**src/logic/rre_pkg.sv**
```systemverilog
// Package for the return and rotate execution block.
// Assumes a core that drives one opcode for each instruction cycle,
// with the cycle cut into four Q phases.
package rre_pkg;
    // ****************************************************************
    // Opcode patterns
    // ****************************************************************
    localparam logic [14:0] RET_PATTERN = 15'h0009;   // Upper 15 bits
    localparam logic [5:0] ROT_PATTERN = 6'h0d;       // Bits 15..10
    localparam int ROT_DEST_BIT = 9;                  // Destination bit
    localparam int ROT_ACC_BIT = 8;                   // Access bit
    localparam int RET_SHADOW_BIT = 0;                // Shadow flag bit
    localparam logic [7:0] IDX_LIMIT = 8'h5f;         // Indexed window top
    localparam logic [7:0] ACC_SPLIT = 8'h60;         // Access bank split
    localparam logic [3:0] ACC_HIGH_BANK = 4'hf;      // Upper access bank

    // ****************************************************************
    // Status register field positions and reset values
    // ****************************************************************
    localparam int ST_C = 0;                          // Carry
    localparam int ST_Z = 2;                          // Zero
    localparam int ST_N = 4;                          // Negative
    localparam logic [7:0] RST_BYTE = 8'h00;          // Byte reset value
    localparam logic [3:0] RST_BANK = 4'h0;           // Bank reset value
    localparam logic [20:0] RST_PC = 21'h000000;      // PC reset value

    // ****************************************************************
    // Sequencer states and phase timing
    // ****************************************************************
    typedef enum logic [1:0] {
        RRE_IDLE = 2'b00,     // Free for a new opcode
        RRE_REFILL = 2'b01    // Second, empty return cycle
    } rre_state_t;

    localparam logic [1:0] Q1 = 2'h0;
    localparam logic [1:0] Q2 = 2'h1;
    localparam logic [1:0] Q3 = 2'h2;
    localparam logic [1:0] Q4 = 2'h3;
endpackage

```
**src/logic/rre_rotate_alu.sv**
```systemverilog
// Rotate-left-through-carry datapath with flag results.
// Purely combinational; the sequencer registers its outputs.
`timescale 1ns/1ps
`default_nettype none
module rre_rotate_alu
    import rre_pkg::*;
(
    // Operand in
    input wire logic [7:0] operand,
    input wire logic carryIn,
    // Result out
    output logic [7:0] result,
    output logic carryOut,
    output logic negOut,
    output logic zeroOut
);
    // ****************************************************************
    // Rotate and flags
    // ****************************************************************
    always_comb begin
        result = {operand[6:0], carryIn};
        carryOut = operand[7];
        negOut = result[7];
        zeroOut = (result == 8'h00);
    end
endmodule // rre_rotate_alu
`default_nettype wire

```
**src/logic/rre_exec.sv**
```systemverilog
// Execution logic for subroutine return and rotate left through carry.
// Assumes opcodes arrive with a valid strobe in Q1, data memory
// answers reads combinationally, and the stack pops on a strobe.
// The Q phase count comes from outside; this block only follows it.
// A return holds the next instruction cycle while the pipeline
// refills, so an opcode offered in that cycle is dropped.
// The PC latches have no write path here and keep their reset value.
// Unknown opcodes pass through as empty cycles with no effect.
// Registers reset synchronously while rst is high.
//
// The address-and-strobe port and the register offsets were left to the implementer.
`timescale 1ns/1ps
`default_nettype none
module rre_exec
    import rre_pkg::*;
(
    // Clock and reset
    input wire logic clock,
    input wire logic rst,
    // Instruction stream
    input wire logic [1:0] qPhase,
    input wire logic opValid,
    input wire logic [15:0] opcode,
    input wire logic extendedEn,
    // Return stack
    input wire logic [20:0] stackTopValue,
    output logic stackPop,
    // Shadow copies
    input wire logic [7:0] workingRegShadow,
    input wire logic [7:0] statusShadow,
    input wire logic [3:0] bankSelectShadow,
    // Indexing base for literal offset mode
    input wire logic [11:0] indexBase,
    // Data memory
    output logic [11:0] memAddr,
    output logic memRead,
    input wire logic [7:0] memRdata,
    output logic memWrite,
    output logic [7:0] memWdata,
    // Core state
    output logic [20:0] pcOut,
    output logic [7:0] workingRegOut,
    output logic [7:0] statusOut,
    output logic [3:0] bankSelectRegOut,
    output logic [7:0] pcUpperLatch,
    output logic [7:0] pcHighLatch,
    output logic busy
);
    // ****************************************************************
    // State
    // ****************************************************************
    // Each register but the PC latches has its next value beside it; only the
    // registers block below moves next values into them, and
    // only the next-state block decides what they will be.
    rre_state_t state_ff, nxt_state;          // Sequencer
    logic [20:0] pc_ff, nxt_pc;               // Program counter
    logic [7:0] wreg_ff, nxt_wreg;            // Working register
    logic [7:0] stat_ff, nxt_stat;            // Status register
    logic [3:0] bank_ff, nxt_bank;            // Bank select register
    logic [7:0] pclu_ff, pclh_ff;             // PC latches, held
    logic [15:0] op_ff, nxt_op;               // Opcode in flight
    logic isRet_ff, nxt_isRet;                // Return active
    logic isRot_ff, nxt_isRot;                // Rotate active
    logic [7:0] opnd_ff, nxt_opnd;            // Byte read in Q2
    logic [7:0] res_ff, nxt_res;              // Result from Q3
    logic cy_ff, nxt_cy;                      // Carry out from Q3
    logic ng_ff, nxt_ng;                      // Negative from Q3
    logic zr_ff, nxt_zr;                      // Zero from Q3
    logic [11:0] addr_ff, nxt_addr;           // Effective address

    // ALU wires
    // They settle from the Q2 operand and are taken at the Q3 edge
    logic [7:0] aluRes;
    logic aluCy, aluNg, aluZr;

    // ****************************************************************
    // Decode functions
    // ****************************************************************
    // Decoding is by fixed bit patterns; anything that matches
    // neither pattern leaves the block idle for that cycle.
    // Both decoders look at the opcode as offered in Q1.
    // Return opcode: fixed upper 15 bits
    function automatic logic isReturn(input logic [15:0] op);
        return op[15:1] == RET_PATTERN;
    endfunction

    // Rotate opcode: fixed upper six bits
    function automatic logic isRotate(input logic [15:0] op);
        return op[15:10] == ROT_PATTERN;
    endfunction

    // Effective file address
    function automatic logic [11:0] effAddr(input logic [15:0] op,
                                            input logic [3:0] bank_select_reg,
                                            input logic ext,
                                            input logic [11:0] base);
        logic [7:0] f;
        f = op[7:0];
        if (op[ROT_ACC_BIT]) begin
            // Banked: bank select gives the upper four bits
            effAddr = {bank_select_reg, f};
        end else if (ext && (f <= IDX_LIMIT)) begin
            // Indexed: literal offset from the index base
            effAddr = base + {4'h0, f};
        end else if (f < ACC_SPLIT) begin
            // Access bank, lower part sits in bank zero
            effAddr = {RST_BANK, f};
        end else begin
            // Access bank, upper part maps to the top bank
            effAddr = {ACC_HIGH_BANK, f};
        end
    endfunction

    // ****************************************************************
    // Rotate datapath
    // ****************************************************************
    // The datapath sees the Q2 operand and the carry as it stands;
    // its outputs are only registered at the Q3 edge, so the carry
    // written in Q4 cannot reach the result of the same rotate.
    // The next rotate then starts from the carry just written.
    rre_rotate_alu u_alu (
        .operand(opnd_ff),
        .carryIn(stat_ff[ST_C]),
        .result(aluRes),
        .carryOut(aluCy),
        .negOut(aluNg),
        .zeroOut(aluZr)
    );

    // ****************************************************************
    // Next state
    // ****************************************************************
    // One pass per clock; each Q phase does its own share of work.
    // Strobes default low so that each lasts exactly one clock.
    // Every register keeps its value unless a phase below sets it.
    always_comb begin
        nxt_state = state_ff;
        nxt_pc = pc_ff;
        nxt_wreg = wreg_ff;
        nxt_stat = stat_ff;
        nxt_bank = bank_ff;
        nxt_op = op_ff;
        nxt_isRet = isRet_ff;
        nxt_isRot = isRot_ff;
        nxt_opnd = opnd_ff;
        nxt_res = res_ff;
        nxt_cy = cy_ff;
        nxt_ng = ng_ff;
        nxt_zr = zr_ff;
        nxt_addr = addr_ff;
        stackPop = 1'b0;
        memRead = 1'b0;
        memWrite = 1'b0;
        case (qPhase)
            Q1: begin
                // Decode in Q1 of a fresh cycle
                if (state_ff == RRE_REFILL) begin
                    // Refill cycle: the offered opcode is dropped
                    nxt_isRet = 1'b0;
                    nxt_isRot = 1'b0;
                end else if (opValid) begin
                    // Fresh opcode: latch it and work out the address
                    nxt_op = opcode;
                    nxt_isRet = isReturn(opcode);
                    nxt_isRot = isRotate(opcode);
                    nxt_addr = effAddr(opcode, bank_ff, extendedEn,
                                       indexBase);
                end else begin
                    // No opcode: an empty cycle
                    nxt_isRet = 1'b0;
                    nxt_isRot = 1'b0;
                end
            end
            Q2: begin
                // Rotate reads its operand
                if (isRot_ff) begin
                    // Latch the byte that memory answers
                    memRead = 1'b1;
                    nxt_opnd = memRdata;
                end
            end
            Q3: begin
                // Rotate computes
                if (isRot_ff) begin
                    // Hold result and flags until Q4
                    nxt_res = aluRes;
                    nxt_cy = aluCy;
                    nxt_ng = aluNg;
                    nxt_zr = aluZr;
                end
            end
            Q4: begin
                // Results land at the end of the cycle
                if (state_ff == RRE_REFILL) begin
                    // End of the empty second cycle of a return
                    nxt_state = RRE_IDLE;
                end else if (isRet_ff) begin
                    // Pop stack; latches left alone, flags restored from the shadow only when the shadow bit is set
                    stackPop = 1'b1;
                    nxt_pc = stackTopValue;
                    nxt_state = RRE_REFILL;
                    if (op_ff[RET_SHADOW_BIT]) begin
                        nxt_wreg = workingRegShadow;
                        nxt_stat = statusShadow;
                        nxt_bank = bankSelectShadow;
                    end
                end else if (isRot_ff) begin
                    // Rotate: flags, then the chosen destination
                    nxt_stat[ST_C] = cy_ff;
                    nxt_stat[ST_N] = ng_ff;
                    nxt_stat[ST_Z] = zr_ff;
                    if (op_ff[ROT_DEST_BIT]) begin
                        // Result back to the file register
                        memWrite = 1'b1;
                    end else begin
                        // Result to the working register
                        nxt_wreg = res_ff;
                    end
                end
            end
            default: begin
                // Unreachable with a two-bit phase; hold everything
                nxt_state = state_ff;
            end
        endcase
    end

    // ****************************************************************
    // Registers
    // ****************************************************************
    // Plain registers with a synchronous reset; no logic lives here
    // beyond the reset values, so the next-state block owns it all.
    // The strobes are decoded and so need no reset of their own.
    always_ff @(posedge clock) begin
        if (rst) begin
            // Everything to its reset value
            state_ff <= RRE_IDLE;
            pc_ff <= RST_PC;
            wreg_ff <= RST_BYTE;
            stat_ff <= RST_BYTE;
            bank_ff <= RST_BANK;
            pclu_ff <= RST_BYTE;
            pclh_ff <= RST_BYTE;
            op_ff <= 16'h0000;
            isRet_ff <= 1'b0;
            isRot_ff <= 1'b0;
            opnd_ff <= RST_BYTE;
            res_ff <= RST_BYTE;
            cy_ff <= 1'b0;
            ng_ff <= 1'b0;
            zr_ff <= 1'b0;
            addr_ff <= 12'h000;
        end else begin
            // Take the next values; the PC latches only hold
            state_ff <= nxt_state;
            pc_ff <= nxt_pc;
            wreg_ff <= nxt_wreg;
            stat_ff <= nxt_stat;
            bank_ff <= nxt_bank;
            pclu_ff <= pclu_ff;
            pclh_ff <= pclh_ff;
            op_ff <= nxt_op;
            isRet_ff <= nxt_isRet;
            isRot_ff <= nxt_isRot;
            opnd_ff <= nxt_opnd;
            res_ff <= nxt_res;
            cy_ff <= nxt_cy;
            ng_ff <= nxt_ng;
            zr_ff <= nxt_zr;
            addr_ff <= nxt_addr;
        end
    end

    // ****************************************************************
    // Outputs
    // ****************************************************************
    // Data outputs come straight from registers; only the strobes
    // and busy are decoded, and those from registered state and
    // the Q phase alone, so no input but qPhase reaches an output in one path.
    assign memAddr = addr_ff;
    assign memWdata = res_ff;
    assign pcOut = pc_ff;
    assign workingRegOut = wreg_ff;
    assign statusOut = stat_ff;
    assign bankSelectRegOut = bank_ff;
    assign pcUpperLatch = pclu_ff;
    assign pcHighLatch = pclh_ff;
    // Busy is high from the edge that takes an opcode until the end of the refill cycle for a return, or the following Q1 edge for a rotate
    assign busy = (state_ff == RRE_REFILL) | isRet_ff | isRot_ff;
endmodule // rre_exec
`default_nettype wire

```
**config.mk**
```make
export PLATFORM = sky130hd
export DESIGN_NAME = rre_exec
export DESIGN_NICKNAME = d
export VERILOG_FILES = /design/src/logic/rre_pkg.sv /design/src/logic/rre_rotate_alu.sv /design/src/logic/rre_exec.sv
export SDC_FILE = /design/constraint.sdc
export NUM_CORES = 1
export LEC_CHECK = 0
export BUFFER_PORTS_ARGS = -buffer_cell sky130_fd_sc_hd__buf_2
export CAP_MARGIN = 0
export CORE_ASPECT_RATIO = 0.75
export CORE_UTILIZATION = 40
export DETAILED_ROUTE_END_ITERATION = 16
export GPL_ROUTABILITY_DRIVEN = 0
export PLACE_DENSITY_LB_ADDON = 0.15
export SYNTH_ARGS = -nofsm -noshare
export SYNTH_HDL_FRONTEND = slang
export SYNTH_SLANG_ARGS = --single-unit
```
**constraint.sdc**
```tcl
create_clock -name clock -period 3.6 [get_ports clock]
set_input_delay 0.72 -clock clock [delete_from_list [all_inputs] [get_ports clock]]
set_output_delay 0.72 -clock clock [all_outputs]
set_load 0.02 [all_outputs]
```
**After elaboration in Yosys (flattened, before gate mapping)**

Index checks and enable logic that the tools add are counted.

- Equal/unequal tests: 8
- Muxes and demuxes: 30
- $lt $le $gt $ge: 2
- Bitwise operators: 3
- Reduce and logical (&&, ||, !) cells: 13
- Add/sub/neg operators: 1

Operators with widths:

| kind | number |
|---|---|
| 12-bit 2-to-1 mux | 3 |
| 8-bit 2-to-1 mux | 4 |
| 1-bit 2-to-1 mux | 20 |
| 15-bit by 4-bit == test with 1-bit output (second input constant) | 1 |
| 12-bit by 8-bit adder with 12-bit output | 1 |
| 8-bit by 7-bit less-or-equal comparator with 1-bit output (second input constant) | 1 |
| 8-bit zero test | 1 |
| 8-bit by 7-bit < comparator with 1-bit output (second input constant) | 1 |
| 4-bit AND reduction | 2 |
| 6-bit by 4-bit == test with 1-bit output (second input constant) | 1 |
| 2-bit AND reduction | 3 |
| 3-bit AND reduction | 2 |
| 5-bit 2-to-1 mux | 1 |
| 5-bit AND reduction | 1 |
| 2-bit by 1-bit == test with 1-bit output (second input constant) | 2 |
| 2-bit == test (second input constant) | 2 |
| 2-bit 2-to-1 mux | 2 |
| 2-bit nonzero test | 2 |
| 2-bit zero test | 1 |
| 2-bit by 1-bit inequality test with 1-bit output (second input constant) | 1 |
| 2-bit inequality test (second input constant) | 1 |
| 1-bit bitwise OR | 2 |
| 1-bit logical AND | 1 |
| 1-bit NOT | 1 |

- Logic and storage cells: 72
- Flip-flop bits (word level): 86
- Output and inout port bits: 81
- Bits of input ports: 83

**Logic depth before layout (Yosys ltp)**

Gate-level depths: netlist (run 1).

- Depth in word-level cells: 5
- Gate-level depth with buffers: 8

**Hierarchy**

A second synthesis (run 1) with hierarchy kept.

- Cells, all modules: 454
- Area, all modules: 3742.3 um^2

Modules (own cells, without submodules):

| module | cells an instance | area an instance (um^2) | sequential area each (um^2) | instances |
|---|---|---|---|---|
| rre_exec | 441 | 3648.5 | 1541.5 | 1 |
| rre_rotate_alu | 13 | 93.8 | 0.0 | 1 |

**Worst setup path after synthesis (run 1)**

Ideal clock, no wire load.

- Path kind: input port to output port
- Start point: input port qPhase[0]
- End point: output port stackPop
- Slack: 1.229 ns
- Arrival time: 1.651 ns
- Cell stages on the path: 4
- Path through: clkbuf_1 nand4b_1 inv_2 clkbuf_1

- Word-level cells in the longest chain between the ends: 2

Ends and longest elaborated chain:

| what | RTL line | text |
|---|---|---|
| start, declared | rre_exec.sv:21 | `input wire logic [1:0] qPhase,` |
| 2-bit == test | rre_exec.sv:154 | `case (qPhase)` |
| 1-bit 2-to-1 mux | rre_exec.sv:154 |  |
| end, declared | rre_exec.sv:27 | `output logic stackPop,` |

Every way passes these cells.

**Worst setup path in the final report (run 1)**

- Start point: register isRet_ff
- End point: output port stackPop

- Word-level cells in the longest chain between the ends: 3

Ends and longest elaborated chain:

| what | RTL line | text |
|---|---|---|
| start, declared | rre_exec.sv:62 | `logic isRet_ff, nxt_isRet;` |
| start signal, assigned | rre_exec.sv:263 | `isRet_ff <= nxt_isRet;` |
| 1-bit 2-to-1 mux | rre_exec.sv:197 | `end else if (isRet_ff) begin` |
| 1-bit 2-to-1 mux | rre_exec.sv:194 | `if (state_ff == RRE_REFILL) begin` |
| 1-bit 2-to-1 mux | rre_exec.sv:154 |  |

Every way passes these cells.

==> results.py, run 1 <==
metrics = {
    "worst_setup_path": {
        "reg2reg_to": "statusOut[1]",
        "worstRegToRegCells": 7,
        "reg2reg_from": "isRet_ff",
        "cp.arrival_ns": 1.85,
        "startpoint": "isRet_ff",
        "critPathKind": "reg2out",
        "cp.required_ns": 2.88,
        "slowest_stage": "dfxtp_1",
        "worst-path-max-fanout": 23,
        "regToRegSetupSlack_ns": 1.29,
        "cp_cell_sequence": "nand4b_1, buf_4, inv_2, buf_2",
        "setup.worst_path.end_class": "primary output",
        "start_kind": "register",
        "slowest_delay_ns": 0.85,
    },
    "clock_tree": {
        "tritoncts": "done",
        "clk_pin_slew_ns": 0.06,
        "htree_levels": 3,
        "cts_sinks": 76,
        "postCtsSetupBuffers": 0,
        "cts_buffers": 9,
        "clock_latency_ns": 0.33,
        "root_buffer": "clkbuf_16",
        "clockBufferDepth": 2,
        "holdBufCountCts": 0,
        "postCtsResizedCells": 0,
    },
    "synthesis": {
        "synth-async-reset-ratio_pct": 0,
        "yosysWarnings": 0,
        "synth.distinct_cells": 55,
        "synth_seq_cells": 76,
        "synthCells": 459,
        "synth_area_um2": 3700,
        "ys_seq_area_share_pct": 41.1,
        "syn_area_per_cell_um2": 8.06,
        "synth_edf_count": 0,
        "ys.flop_type": "dfxtp_1",
    },
    "grt": {
        "grt_max_degree": 49,
        "grt_pass1_vias": 3388,
        "grtUsageTotal_pct": 20.5,
        "antenna_found_initial": 0,
        "grt_overflow": 0,
        "grt_first_pass_wirelength_mm": 15.8,
    },
    "detailed_routing": {
        "vias_per_cell": 5.15,
        "routed_wl_mm": 9.61,
        "num_vias": 3633,
        "ant_nets": 0,
        "drt_iter0_drc": 147,
        "wire_per_inst_um": 13.6,
        "drtPass1Iterations": 4,
        "route.detailed.drc": 0,
    },
    "job": {
        "cap_violations": 0,
    },
    "hold_path": {
        "min_path_type": "reg2reg",
        "holdPathStages": 2,
        "holdPathEnd": "pcOut[19]",
        "hp-start": "pcOut[19]",
    },
    "timing": {
        "finClkSkew_ns": 0.00265,
        "tightest_slew_ns": 0.917,
        "worst_slack_ns": 1.03,
        "hold_viol": 0,
        "rsz0062_at_grt": "false",
        "max_slew_margin_pct": 38.5,
        "setup_viol": 0,
        "whs_ns": 0.450,
        "period_needed_ns": 2.57,
        "slew_viol_final": 0,
        "fin_tns_setup_ns": 0,
        "fmax_mhz": 389,
        "period_share_pct": 71.4,
    },
    "finish": {
        "num_antenna_cells": 0,
        "area_growth_pct": 27.2,
        "final_nets": 684,
        "final_cells": 705,
        "drive_above_1_share_pct": 29.3,
        "nFillCells": 811,
    },
    "pwr": {
        "ir_drop_mv": 0.239,
        "p_comb_share_pct": 10.0,
        "power_leakage_nw": 2.14,
        "power.total_mw": 1.90,
        "p_per_area_nw_per_um2": 405,
        "power_frac_seq_pct": 44.9,
        "p_int_mw": 1.44,
        "power_switching_mw": 0.461,
        "pwr-share-clk_pct": 45.1,
        "power_switching_share_pct": 24.2,
    },
    "floorplan": {
        "die_area_um2": 9640,
        "rows": 29,
        "start_util_pct": 42.5,
        "pin_count": 164,
        "core_area_um2": 8710,
        "die_h_um": 85.3,
        "die_width_um": 113,
    },
    "placed_design": {
        "dp.cells": 689,
        "dpl.hpwl_mm": 7.12,
        "io_buffers": 147,
        "dp_slack_ns": 0.961,
    },
    "status": {
        "outcome": "finished, final reports clean",
    },
}
final cells by class:
| cell class | count | area (um2) | share of cell area (%) |
|---|---|---|---|
| Timing Repair Buffer | 152 | 773 | 16.4 |
| Sequential cell | 76 | 1520 | 32.3 |
| Clock inverter | 4 | 22.5 | 0.479 |
| Inverter | 14 | 52.6 | 1.12 |
| Multi-Input combinational cell | 339 | 1930 | 41.1 |
| Clock buffer | 12 | 267 | 5.66 |
| Tap cell | 108 | 135 | 2.87 |
critical path, delay by kind of cell (launching register included):
family        cells  cell delay (ns)
buf+inv           3             0.49
flops             1             0.85
simple gates      1             0.17
synthesized netlist by cell type (8+ instances only):
cell type / number / share of area, %
a21oi_1: 59 / 8.0
dfxtp_1: 76 / 41
buf_4: 18 / 3.7
nand2_1: 90 / 9.1
nor3_1: 8 / 1.1
mux2i_1: 17 / 4.6
nor2_1: 31 / 3.1
inv_1: 12 / 1.2
clkbuf_1: 22 / 2.2
nand3_1: 22 / 3.0
a211oi_1: 13 / 2.6
ha_1: 8 / 2.7
how the worst max path moves through the flow:
| stage | endpoint | depth (start not counted) |
|---|---|---|
| floorplan | stackPop | 4 |
| global route | stackPop | 4 |
| detailed placement | memAddr[9] | 6 |
| CTS | stackPop | 4 |
| finish | stackPop | 4 |
| global placement | memAddr[9] | 6 |
logic make-up after synthesis:
| family | share of synthesized area [%] |
|---|---|
| simple gates | 24.2 |
| compound gates | 18.4 |
| flops | 41.1 |
| buf+inv | 8.12 |
| mux | 4.60 |
| fa+ha+maj | 3.25 |
| other cells | 0.101 |
| xor+xnor | 0.237 |
layout by cell type, fill, tap and decap left out, types with 3 or more instances in the layout:
cell type / netlist / layout
buf_2: 3 / 147
nand2_1: 90 / 90
dfxtp_1: 76 / 76
a21oi_1: 59 / 59
nor2_1: 31 / 31
nand3_1: 22 / 22
mux2i_1: 17 / 17
conb_1: 1 / 16
a211oi_1: 13 / 13
inv_1: 12 / 12
clkbuf_16: 0 / 9
nor3_1: 8 / 8
ha_1: 8 / 8
a21o_1: 6 / 6
nand3b_1: 5 / 5
o21ai_0: 5 / 5
buf_4: 18 / 5
nand2b_1: 4 / 4
a311oi_1: 4 / 4
nor2b_1: 4 / 4
nor4_1: 4 / 4
nand4b_1: 3 / 3
or3_1: 3 / 3
nand4_1: 3 / 3
clkinv_2: 0 / 3
clkbuf_8: 0 / 3
sequential cells by signal (all words and copies together) (netlist names):
name,cells
bankSelectRegOut,4
memWdata,8
statusOut,8
workingRegOut,8
memAddr,12
zr_ff,1
cy_ff,1
op_ff,2
state_ff,1
pcOut,21
opnd_ff,8
isRet_ff,1
isRot_ff,1
power groups by stage:
stage / Combinational, mW / Clock, mW / Sequential [mW]
after floorplan: 0.116 / 0 / 0.878
after global placement: 0.185 / 0 / 0.872
after detailed placement: 0.187 / 0 / 0.873
after CTS: 0.188 / 0.880 / 0.854
after global routing: 0.211 / 0.916 / 0.855
final: 0.190 / 0.859 / 0.854
metrics by stage:
| step | instance area (um2) | utilization (%) |
|---|---|---|
| 6_report | 4700 | 54.0 |
| 5_1_grt | 4700 | 54.0 |
| 4_1_cts | 4700 | 54.0 |
| 3_5_place_dp | 4420 | 50.7 |
| 3_3_place_gp | 4420 | 50.7 |
| 2_1_floorplan | 3750 | - |
metal layers:
metal | track usage (%) | part of all wire, % | vias up | wire, um
li1 | - | - | 1841 | -
met2 | 32.1 | 44 | 133 | 4190
met5 | 0 | 0 | - | 0
met1 | 26.2 | 47 | 1646 | 4510
met3 | 7.86 | 8.1 | 13 | 781
met4 | 5.86 | 1.3 | 0 | 123
(Power assumes the default switching activity.)
==> run 2, diff against run 1 <==
clock period = 2.3 ns   (was 3.6 ns; I/O delays follow)
==> run 2 against run 1 <==
Hold slack got worse by 0.085 ns. Critical path depth increased by 5. Die area unchanged. Setup slack got worse by 0.69 ns. Clock power increased by 51%. Largest cell class unchanged. Highest routed layer unchanged.
==> results.py, run 2 (synthesis results as in run 1) <==
metrics = {
    "detailed_routing": {
        "drt_iter0_drc": 141,
        "route.detailed.drc": 0,
        "ant_nets": 0,
        "drtPass1Iterations": 5,
        "num_vias": 3654,
        "routed_wl_mm": 9.78,
        "vias_per_cell": 5.09,
        "wire_per_inst_um": 13.6,
    },
    "clock_tree": {
        "tritoncts": "done",
        "clk_pin_slew_ns": 0.06,
        "cts_buffers": 9,
        "clock_latency_ns": 0.33,
        "htree_levels": 3,
        "postCtsResizedCells": 0,
        "cts_sinks": 76,
        "holdBufCountCts": 0,
        "clockBufferDepth": 2,
        "postCtsSetupBuffers": 0,
        "root_buffer": "clkbuf_16",
    },
    "grt": {
        "grt_max_degree": 25,
        "grtUsageTotal_pct": 20.9,
        "grt_first_pass_wirelength_mm": 15.9,
        "grt_pass1_vias": 3448,
        "grt_overflow": 0,
        "grt_util_met2_pct": 33.4,
        "use_met3_pct": 6.43,
        "busiest_layer": "met2",
        "grt_use_met1_pct": 26.2,
        "antenna_found_initial": 0,
    },
    "pwr": {
        "p_per_area_nw_per_um2": 614,
        "power_leakage_nw": 2.20,
        "ir_drop_mv": 0.347,
    },
    "placed_design": {
        "placed_cell_area_um2": 4530,
        "dp.cells": 702,
        "dpl.hpwl_mm": 7.28,
        "io_buffers": 147,
    },
    "job": {
        "cap_violations": 0,
    },
    "timing": {
        "setup_viol": 0,
        "max_slew_margin_pct": 57.0,
        "tightest_slew_ns": 0.640,
        "hold_viol": 0,
        "period_share_pct": 85.4,
        "slew_viol_final": 0,
        "fmax_mhz": 509,
        "rsz0062_at_grt": "false",
        "fin_tns_setup_ns": 0,
        "period_needed_ns": 1.96,
        "finClkSkew_ns": 0.00542,
    },
    "status": {
        "outcome": "finished, final reports clean",
    },
    "finish": {
        "final_cells": 718,
        "largest_register_ffs": 21,
        "nFillCells": 840,
        "layout_common_cells": "buf_2 (147), nand2_1 (90), dfxtp_1 (76)",
        "drive_above_1_share_pct": 30.8,
        "num_antenna_cells": 0,
        "layout_commonest_cell": "buf_2",
        "area_growth_pct": 29.8,
        "final_nets": 697,
        "final_cell_area_um2": 4800,
    },
    "worst_setup_path": {
        "slowest_stage": "fa_1",
        "cp.arrival_ns": 2.16,
        "slowest_delay_ns": 0.37,
        "cp.required_ns": 2.50,
        "cp.buffers_inverters": 2,
        "setup.worst_path.end_class": "register",
        "start_kind": "input pin",
        "cp_cell_sequence": "buf_2, ha_1, inv_1, fa_1, nor2b_1, o21ai_0, and4_1, a2111oi_0, nor3_1",
        "cp_top_family": "adder cells",
        "worst-path-max-fanout": 3,
        "critPathKind": "in2reg",
    },
    "floorplan": {
        "die_width_um": 113,
        "start_util_pct": 42.5,
        "die_area_um2": 9640,
        "die_h_um": 85.3,
        "rows": 29,
        "core_area_um2": 8710,
        "pin_count": 164,
    },
    "hold_path": {
        "min_path_type": "in2reg",
    },
}
==> run 2: layout make-up <==
cell class | instances | area [um2] | area share [%]
clock buffer | 10 | 239 | 4.98
inverter | 14 | 52.6 | 1.09
multi-input combinational | 339 | 1930 | 40.3
tap | 108 | 135 | 2.81
sequential | 76 | 1520 | 31.7
timing repair buffer | 165 | 883 | 18.4
clock inverter | 6 | 37.5 | 0.782
==> run 2: worst min-delay path, stage by stage <==
cell and delay [ns]:
buf_2 0.10, nand2_1 0.05, a21oi_1 0.05
==> run 2: stage by stage <==
stage	setup slack [ns]	power (mW)	hold slack (ns)	utilization, %
3_3_place_gp	0.0744	1.67	0.439	52.0
3_5_place_dp	0.0168	1.67	0.447	52.0
5_1_grt	0.168	3.07	0.353	55.1
2_1_floorplan	0.302	1.56	0.436	-
4_1_cts	0.361	2.97	0.355	55.1
6_report	0.336	2.95	0.365	55.1
==> run 2: metal layers <==
layer,share of wire [%],vias to the layer above
li1,-,1865
met3,7.8,17
met5,0,-
met2,44,144
met4,1.6,0
met1,46,1628
==> run 2: final timing paths <==
check                                      start          to  slack, ns  cells past startpoint
worst max-delay path                   opcode[0]  memAddr[4]       0.34                      9
worst min-delay path            stackTopValue[9]    pcOut[9]       0.37                      3
worst max register to register       state_ff[0]  memAddr[9]       0.47                      6
worst min register to register          pcOut[6]    pcOut[6]       0.45                      2
==> run 2: power breakdown <==
| group | leakage, nW | total [mW] | switching [mW] | internal, mW |
|---|---|---|---|---|
| sequential | 0.613 | 1.33 | 0.00590 | 1.33 |
| clock | 0.142 | 1.30 | 0.544 | 0.757 |
| combinational | 1.44 | 0.312 | 0.187 | 0.124 |
